`src/bicb_defs.vh`:
```
// Constants for the binary input chatter blocker
`ifndef BICB_DEFS_VH
`define BICB_DEFS_VH

// ==========================================
// Clock and time base
`define BICB_CLK_HZ 25000000
`define BICB_SEC_PER_MIN 60

// ==========================================
// Setting limits
`define BICB_MIN_INIT_SEC 16'h0001
`define BICB_MIN_SUBS_SEC 16'h0002
`define BICB_MIN_PAUSE_MIN 16'h0001
`define BICB_CHECKS_INFINITE 16'hFFFF

// ==========================================
// Per-input state codes
`define BICB_ST_IDLE 3'h0
`define BICB_ST_INIT 3'h1
`define BICB_ST_FREE 3'h2
`define BICB_ST_PAUSE 3'h3
`define BICB_ST_SUBS 3'h4
`define BICB_ST_FINAL 3'h5

// ==========================================
// Double-point encoding (fault state)
`define BICB_DP_FAULT 2'h3

`endif

```
`src/bicb_chatter_blocker.v`:
```
// Chatter blocker for a bank of binary indication inputs
// Operation
// RL1: An input whose state changes in a test window exceed the permitted count (0..65535) is blocked or stays blocked.
// RL2: A permitted count of zero switches chatter blocking off and no input is ever blocked.
// RL3: The initial test window lasts 1..65535 seconds and opens when a signal first appears on the input.
// RL4: The maximum number of checks before final blocking is -1..32767, with -1 meaning unlimited.
// RL5: Exceeding the count starts a pause of 1..65535 minutes during which the input stays blocked.
// RL6: After the pause a subsequent window of 2..65535 seconds counts the changes again.
// RL7: A clean subsequent window re-enables the input, otherwise another pause runs unless the check limit makes blocking final.
// RL8: A blocked input carries a chatter-suspect flag and a chatter blocking event is reported.
// RL9: A blocked single-point indication on an open-circuit input is forced to the coming state.
// RL10: A blocked single-point indication on a closed-circuit input is forced to the going state.
// RL11: A blocked double-point indication is reported in the fault state; the code forces the fault only while the first input of the pair is blocked.
// RL12: One shared set of settings serves all inputs, each input having its own enable.
// RL13: Predefined protection indications are never chatter blocked.
// RL14: Every transition in either direction counts once, in a per-input counter cleared at each window start.
//
// Local design decisions: strobed register access and the register addresses.
`timescale 1ns/1ps
`default_nettype none
`include "bicb_defs.vh"

module bicb_chatter_blocker #(
    parameter N = 8,
    parameter CYCLES_PER_SEC = `BICB_CLK_HZ
) (
    input wire clk,
    input wire nrst,
    input wire [N-1:0] binIn,
    input wire [N-1:0] chatterEn,
    input wire [N-1:0] protInd,
    input wire [N-1:0] closedCircuit,
    input wire [N-1:0] dpFirst,
    input wire [15:0] permittedChanges,
    input wire [15:0] initTestSec,
    input wire [15:0] maxChecks,
    input wire [15:0] pauseMin,
    input wire [15:0] subsTestSec,
    input wire regWrite,
    input wire regRead,
    input wire [1:0] regAddr,
    input wire [31:0] regWdata,
    output reg [31:0] regRdata,
    output reg [N-1:0] indOut,
    output reg [N-1:0] chatter_suspect_flag,
    output reg chatterBlockEvent,
    output reg irq
);

    // ==========================================
    // Register map: status (read clears), mask, live blocked state
    localparam [1:0] ADDR_STATUS = 2'h0;
    localparam [1:0] ADDR_MASK = 2'h1;
    localparam [1:0] ADDR_BLOCKED = 2'h2;

    wire secTick;
    wire minTick;

    bicb_tick_gen #(
        .CYCLES_PER_SEC(CYCLES_PER_SEC)
    ) uTick (
        .clk(clk),
        .nrst(nrst),
        .secTick(secTick),
        .minTick(minTick)
    );

    reg [2:0] state_q [0:N-1];
    reg [15:0] changeCnt_q [0:N-1];
    reg [15:0] timer_q [0:N-1];
    reg [15:0] checks_q [0:N-1];
    reg [N-1:0] prevIn_q;
    reg [N-1:0] seen_q;
    reg [N-1:0] blocked_q;
    reg [N-1:0] blockEvt;
    reg [N-1:0] status_q;
    reg [N-1:0] mask_q;

    wire [N-1:0] changed = binIn ^ prevIn_q;
    // A zero count turns the whole function off
    wire funcOn = (permittedChanges != 16'h0); // see RL2

    // Clamp settings to their documented minimum so a zero never stalls a window
    function [15:0] atLeast;
        input [15:0] val;
        input [15:0] lim;
        begin
            atLeast = (val < lim) ? lim : val;
        end
    endfunction

    // Saturating increment keeps the count from wrapping back under the limit
    function [15:0] satInc;
        input [15:0] val;
        begin
            satInc = (val == 16'hFFFF) ? val : val + 16'h1;
        end
    endfunction

    // ==========================================
    // Per-input supervision state machine
    integer i;
    always @(posedge clk or negedge nrst) begin
        if (!nrst) begin
            for (i = 0; i < N; i = i + 1) begin
                state_q[i] <= `BICB_ST_IDLE;
                changeCnt_q[i] <= 16'h0;
                timer_q[i] <= 16'h0;
                checks_q[i] <= 16'h0;
            end
            prevIn_q <= {N{1'b0}};
            seen_q <= {N{1'b0}};
            blocked_q <= {N{1'b0}};
            blockEvt <= {N{1'b0}};
        end else begin
            prevIn_q <= binIn;
            blockEvt <= {N{1'b0}};
            for (i = 0; i < N; i = i + 1) begin
                if (!funcOn || !chatterEn[i] || protInd[i]) begin
                    // Disabled or protection input: supervision released
                    state_q[i] <= `BICB_ST_IDLE; // see RL12, see RL13
                    blocked_q[i] <= 1'b0;
                    seen_q[i] <= 1'b0;
                    changeCnt_q[i] <= 16'h0;
                end else begin
                    case (state_q[i])
                        `BICB_ST_IDLE: begin
                            // Window opens on the first applied signal
                            if (binIn[i] && !seen_q[i]) begin
                                seen_q[i] <= 1'b1;
                                state_q[i] <= `BICB_ST_INIT; // see RL3
                                timer_q[i] <= atLeast(initTestSec, `BICB_MIN_INIT_SEC);
                                changeCnt_q[i] <= 16'h0; // see RL14
                                checks_q[i] <= 16'h0;
                            end
                        end
                        `BICB_ST_INIT, `BICB_ST_SUBS: begin
                            if (changed[i])
                                changeCnt_q[i] <= satInc(changeCnt_q[i]); // see RL14
                            if (changed[i] && changeCnt_q[i] >= permittedChanges) begin
                                // Count exceeded: block now rather than at window end
                                if (maxChecks != `BICB_CHECKS_INFINITE && checks_q[i] >= maxChecks) begin
                                    state_q[i] <= `BICB_ST_FINAL; // see RL4, see RL7
                                end else begin
                                    state_q[i] <= `BICB_ST_PAUSE; // see RL1, see RL5
                                    timer_q[i] <= atLeast(pauseMin, `BICB_MIN_PAUSE_MIN);
                                    checks_q[i] <= satInc(checks_q[i]);
                                end
                                if (!blocked_q[i]) begin
                                    blockEvt[i] <= 1'b1; // see RL8
                                end
                                blocked_q[i] <= 1'b1;
                            end else if (secTick) begin
                                if (timer_q[i] == 16'h1) begin
                                    // Clean window: input released
                                    state_q[i] <= `BICB_ST_FREE; // see RL7
                                    blocked_q[i] <= 1'b0;
                                end else begin
                                    timer_q[i] <= timer_q[i] - 16'h1;
                                end
                            end
                        end
                        `BICB_ST_PAUSE: begin
                            if (minTick) begin
                                if (timer_q[i] == 16'h1) begin
                                    state_q[i] <= `BICB_ST_SUBS; // see RL6
                                    timer_q[i] <= atLeast(subsTestSec, `BICB_MIN_SUBS_SEC);
                                    changeCnt_q[i] <= 16'h0; // see RL14
                                end else begin
                                    timer_q[i] <= timer_q[i] - 16'h1;
                                end
                            end
                        end
                        `BICB_ST_FREE: begin
                            // Monitoring continues with a fresh initial window
                            state_q[i] <= `BICB_ST_INIT; // see RL3
                            timer_q[i] <= atLeast(initTestSec, `BICB_MIN_INIT_SEC);
                            changeCnt_q[i] <= 16'h0;
                            checks_q[i] <= 16'h0;
                        end
                        `BICB_ST_FINAL: begin
                            blocked_q[i] <= 1'b1; // see RL7
                        end
                        default: begin
                            state_q[i] <= `BICB_ST_IDLE;
                        end
                    endcase
                end
            end
        end
    end

    // ==========================================
    // Indication forcing while blocked
    wire [1:0] dpFault = `BICB_DP_FAULT;
    reg [N-1:0] indNext;
    integer k;

    // Second bit of a double point whose first bit is blocked
    function pairBlocked;
        input [N-1:0] first;
        input [N-1:0] blk;
        input integer idx;
        begin
            pairBlocked = (idx > 0) ? (first[idx-1] & blk[idx-1]) : 1'b0;
        end
    endfunction

    always @* begin
        indNext = binIn;
        for (k = 0; k < N; k = k + 1) begin
            if (blocked_q[k]) begin
                if (dpFirst[k] && k + 1 < N) begin
                    // Double point pair reads as fault, both bits set
                    indNext[k] = dpFault[1]; // see RL11
                end else begin
                    indNext[k] = ~closedCircuit[k]; // see RL9, see RL10
                end
            end
            // The second bit follows its pair even when its own input is quiet
            if (pairBlocked(dpFirst, blocked_q, k))
                indNext[k] = dpFault[0]; // see RL11
        end
    end

    always @(posedge clk or negedge nrst) begin
        if (!nrst) begin
            indOut <= {N{1'b0}};
            chatter_suspect_flag <= {N{1'b0}};
            chatterBlockEvent <= 1'b0;
        end else begin
            indOut <= indNext;
            chatter_suspect_flag <= blocked_q; // see RL8
            chatterBlockEvent <= |blockEvt; // see RL8
        end
    end

    // ==========================================
    // Register port and interrupt
    wire statusRead = regRead && (regAddr == ADDR_STATUS);

    always @(posedge clk or negedge nrst) begin
        if (!nrst) begin
            status_q <= {N{1'b0}};
            mask_q <= {N{1'b0}};
            regRdata <= 32'h0;
            irq <= 1'b0;
        end else begin
            // A new event in the clearing read's cycle survives
            status_q <= (statusRead ? {N{1'b0}} : status_q) | blockEvt;
            if (regWrite && regAddr == ADDR_MASK)
                mask_q <= regWdata[N-1:0];
            regRdata <= 32'h0;
            if (regRead) begin
                case (regAddr)
                    ADDR_STATUS: regRdata[N-1:0] <= status_q;
                    ADDR_MASK: regRdata[N-1:0] <= mask_q;
                    ADDR_BLOCKED: regRdata[N-1:0] <= blocked_q;
                    default: regRdata <= 32'h0;
                endcase
            end
            irq <= |(((statusRead ? {N{1'b0}} : status_q) | blockEvt) & mask_q);
        end
    end

endmodule
`default_nettype wire

```
`src/bicb_tick_gen.v`:
```
// Seconds and minutes tick generator for the chatter blocker
`timescale 1ns/1ps
`default_nettype none
`include "bicb_defs.vh"

module bicb_tick_gen #(
    parameter CYCLES_PER_SEC = `BICB_CLK_HZ
) (
    input wire clk,
    input wire nrst,
    output reg secTick,
    output reg minTick
);

    reg [31:0] cycleCnt_q;
    reg [5:0] secCnt_q;

    // ==========================================
    // Divide the clock to one pulse a second and one a minute
    always @(posedge clk or negedge nrst) begin
        if (!nrst) begin
            cycleCnt_q <= 32'h0;
            secCnt_q <= 6'h0;
            secTick <= 1'b0;
            minTick <= 1'b0;
        end else begin
            secTick <= 1'b0;
            minTick <= 1'b0;
            if (cycleCnt_q == CYCLES_PER_SEC - 1) begin
                cycleCnt_q <= 32'h0;
                secTick <= 1'b1;
                if (secCnt_q == `BICB_SEC_PER_MIN - 1) begin
                    secCnt_q <= 6'h0;
                    minTick <= 1'b1;
                end else begin
                    secCnt_q <= secCnt_q + 6'h1;
                end
            end else begin
                cycleCnt_q <= cycleCnt_q + 32'h1;
            end
        end
    end

endmodule
`default_nettype wire

```
`config.mk`:
```
export PLATFORM = sky130hd
export DESIGN_NAME = bicb_chatter_blocker
export DESIGN_NICKNAME = d
export VERILOG_FILES = /design/src/bicb_chatter_blocker.v /design/src/bicb_tick_gen.v
export VERILOG_INCLUDE_DIRS = /design/src
export SDC_FILE = /design/constraint.sdc
export NUM_CORES = 2
export LEC_CHECK = 0
export BUFFER_PORTS_ARGS = -buffer_cell sky130_fd_sc_hd__buf_2
export CAP_MARGIN = 10
export CORE_MARGIN = 1.5
export CORE_UTILIZATION = 49
export DETAILED_ROUTE_END_ITERATION = 10
export PLACE_DENSITY = 0.66
export SLEW_MARGIN = 20
export SYNTH_ARGS = -nofsm -noshare
export SYNTH_HDL_FRONTEND = slang
export SYNTH_SLANG_ARGS = --single-unit
```
`constraint.sdc`:
```
create_clock -name clk -period 3.9 [get_ports clk]
set_input_delay 0.585 -clock clk [delete_from_list [all_inputs] [get_ports clk]]
set_output_delay 0.585 -clock clk [all_outputs]
set_load 0.005 [all_outputs]
```
==> out/qor.yml <==
status:
  status: "finished with violations"
  violations: "negative hold slack"
grt:
  antenna_found_initial: 2
  grt_max_degree: 86
  grt_pass1_vias: 34600
  overflow: 0
  grt_usage_pct: 32.9
  grt_pass1_wl_um: 202000
route:
  wl_per_cell_um: 22.5
  postRouteAntennaNets: 0
  wl_um: 130000
  num_vias: 36900
  drc: 0
  firstDrtPassIters: 6
  vias_per_cell: 6.37
  drt_iter0_drc: 3918
timing:
  final.setup.tns_ns: 0
  hold_slack_ns: -0.0163
  hold_viol_final: 4
  clock_skew_ns: 0.0406
  rsz0062_at_grt: "false"
  timing.final.ws_setup_ns: 0.357
  fmax_mhz: 282
  slew_headroom_pct: 23.3
  drv_slew: 0
  finalCriticalPeriod_ns: 3.54
  period_share_pct: 90.9
  worst_slew_pin_slew_ns: 1.15
  setup_viol: 0
yosys:
  synth_area_sq_mm: 0.0376
  synth-edff-count: 0
  synth_cells: 4510
  synth_ff_type: "dfrtp_1"
  synthDistinctLibCells: 93
  synthArstFlopShare_pct: 100
  yosysSeqAreaShare_pct: 34.8
  yosysWarningCount: 0
  syn_avg_cell_area_sq_um: 8.33
  ys_ff_latch: 522
flow_run:
  maxCapViolCount: 0
clock_network:
  cts_tree: "done"
  cts_sinks: 522
  cts_resized: 0
  cts-root-buf: "clkbuf_16"
  cts_hold_buffers: 0
  clk_transition_reported_paths_ns: 0.06
  clock_latency_ns: 0.67
  clock_path_buffers: 3
  cts_setup_buffers: 0
  cts_buffers: 61
  htreeDepth: 2
worst_setup_path:
  rrSetupSlack_ns: 0.36
  crit_arrival_ns: 4.12
  end_kind: "flip-flop"
  timing.rr.end: "timer_q[66]"
  worstRegToRegCells: 7
  crit_type: "reg -> reg"
  r2r-start: "timer_q[75]"
  cp_max_fo: 16
  crit_required_ns: 4.48
  cp-start-kind: "flip-flop"
final_layout:
  drive_above_1_share_pct: 11.1
  register_area_sq_mm: 0.0131
  fin_nets: 5164
  final_cell_mix: "522 x dfrtp_1, 466 x nor2_1, 454 x nand2_1"
  design_area_sq_mm: 0.0428
  fillCellCount: 6918
  area_growth_pct: 13.8
  final_common_cell: "dfrtp_1"
  multi_input_area_sq_mm: 0.0232
  post-route-util_pct: 56.3
pwr:
  power_density_mw_per_mm2: 367
  power_mw: 15.7
  p_leak_nw: 19.1
  peakVddDrop_mv: 0.350
placement:
  port-buffer-count: 158
  dp_hpwl_um: 93000
  gp_congestion: 0.965
  placedInstanceArea_sq_mm: 0.0407
  post-place-ws_ns: 0.0908
die:
  dieArea_sq_mm: 0.0784
  rows: 101
  start_util_pct: 49.5
  num_io_pins: 208
  core_region_area_sq_mm: 0.0759
  fp.dieH_um: 280
  die_x_um: 280
hold_path:
  hold_class: "in -> async"
==> worst max-delay path, cell delays in order, from the launching register on <==
cell and delay [ns]:
dfrtp_1 0.38, or4_1 0.65, or4_1 0.49, nor4_1 0.65, and2_1 0.71, a221oi_1 0.21, o21a_1 0.17, o31ai_1 0.18
==> sequential cells by signal, indices dropped and copies added (netlist names), 6 cells and up <==
| register | cells |
|---|---|
| blockEvt | 8 |
| blocked_q | 8 |
| changeCnt_q | 128 |
| chatter_suspect_flag | 8 |
| checks_q | 128 |
| indOut | 8 |
| mask_q | 8 |
| prevIn_q | 8 |
| regRdata | 8 |
| seen_q | 8 |
| state_q | 24 |
| status_q | 8 |
| timer_q | 128 |
| uTick.cycleCnt_q | 32 |
| uTick.secCnt_q | 6 |
==> layer usage <==
metal	routed length (um)	GRT usage, %
met1	54700	44.5
met2	57000	50.5
met3	12400	7.11
met4	6210	14.7
met5	13	0.250
==> cell families after synthesis <==
kind of cell,after synthesis,synth area share [%]
DFF,522,34.8
other,1,0.00998
AOI/OAI and AO/OA,1352,23.6
muxes,34,0.952
adders and majority gates,293,9.74
buffers and inverters,370,3.95
xor gates and xnor gates,146,3.40
and+or+nand+nor,1792,23.6
==> where the power goes <==
part,internal [mW],switching [mW]
clock network,3.54,2.49
logic,1.21,1.95
registers,5.90,0.590
total,10.6,5.03
==> layout make-up <==
class | count | share of cell area [%]
well taps | 1030 | 3.01
flip-flops and latches | 522 | 30.5
diodes | 1 | 0.00585
inverters | 119 | 1.04
repair buffers | 371 | 6.17
clock buffers | 96 | 4.28
multi-input cells | 3641 | 54.3
clock inverters | 16 | 0.600
==> synthesized netlist by cell type (42+ instances only) <==
master	n	area [sq um]
a21o_1	62	465
a21oi_1	275	1380
a221o_1	44	440
a221oi_1	69	604
a22o_1	42	368
a31oi_1	62	388
and2_1	51	319
and3_1	86	538
clkbuf_1	205	769
dfrtp_1	522	13100
ha_1	290	3630
inv_1	119	447
nand2_1	454	1700
nand2b_1	68	425
nand3_1	146	731
nand4_1	105	657
nor2_1	466	1750
nor3_1	122	611
nor4_1	73	457
o21ai_0	253	1270
o21ai_1	137	686
o31ai_1	131	983
or3_1	51	319
xnor2_1	62	543
xor2_1	84	736
==> stage by stage <==
| step | std cells | hold slack, ns |
|---|---|---|
| floorplan | 4533 | 0.289 |
| global placement | 5683 | 0.457 |
| detailed placement | 5683 | 0.460 |
| CTS | 5795 | 0.00430 |
| global route | 5796 | 0.0365 |
| finish | 5796 | -0.0163 |
==> how the worst max path moves through the flow <==
stage                               startpoint           end
after floorplan           permittedChanges[14]  timer_q[119]
after global placement    permittedChanges[14]  checks_q[56]
after detailed placement  permittedChanges[14]  checks_q[54]
after CTS                          timer_q[75]   timer_q[68]
after global routing               timer_q[75]   timer_q[73]
final                              timer_q[75]   timer_q[66]
No activity file was read; power rests on OpenSTA's default activity.
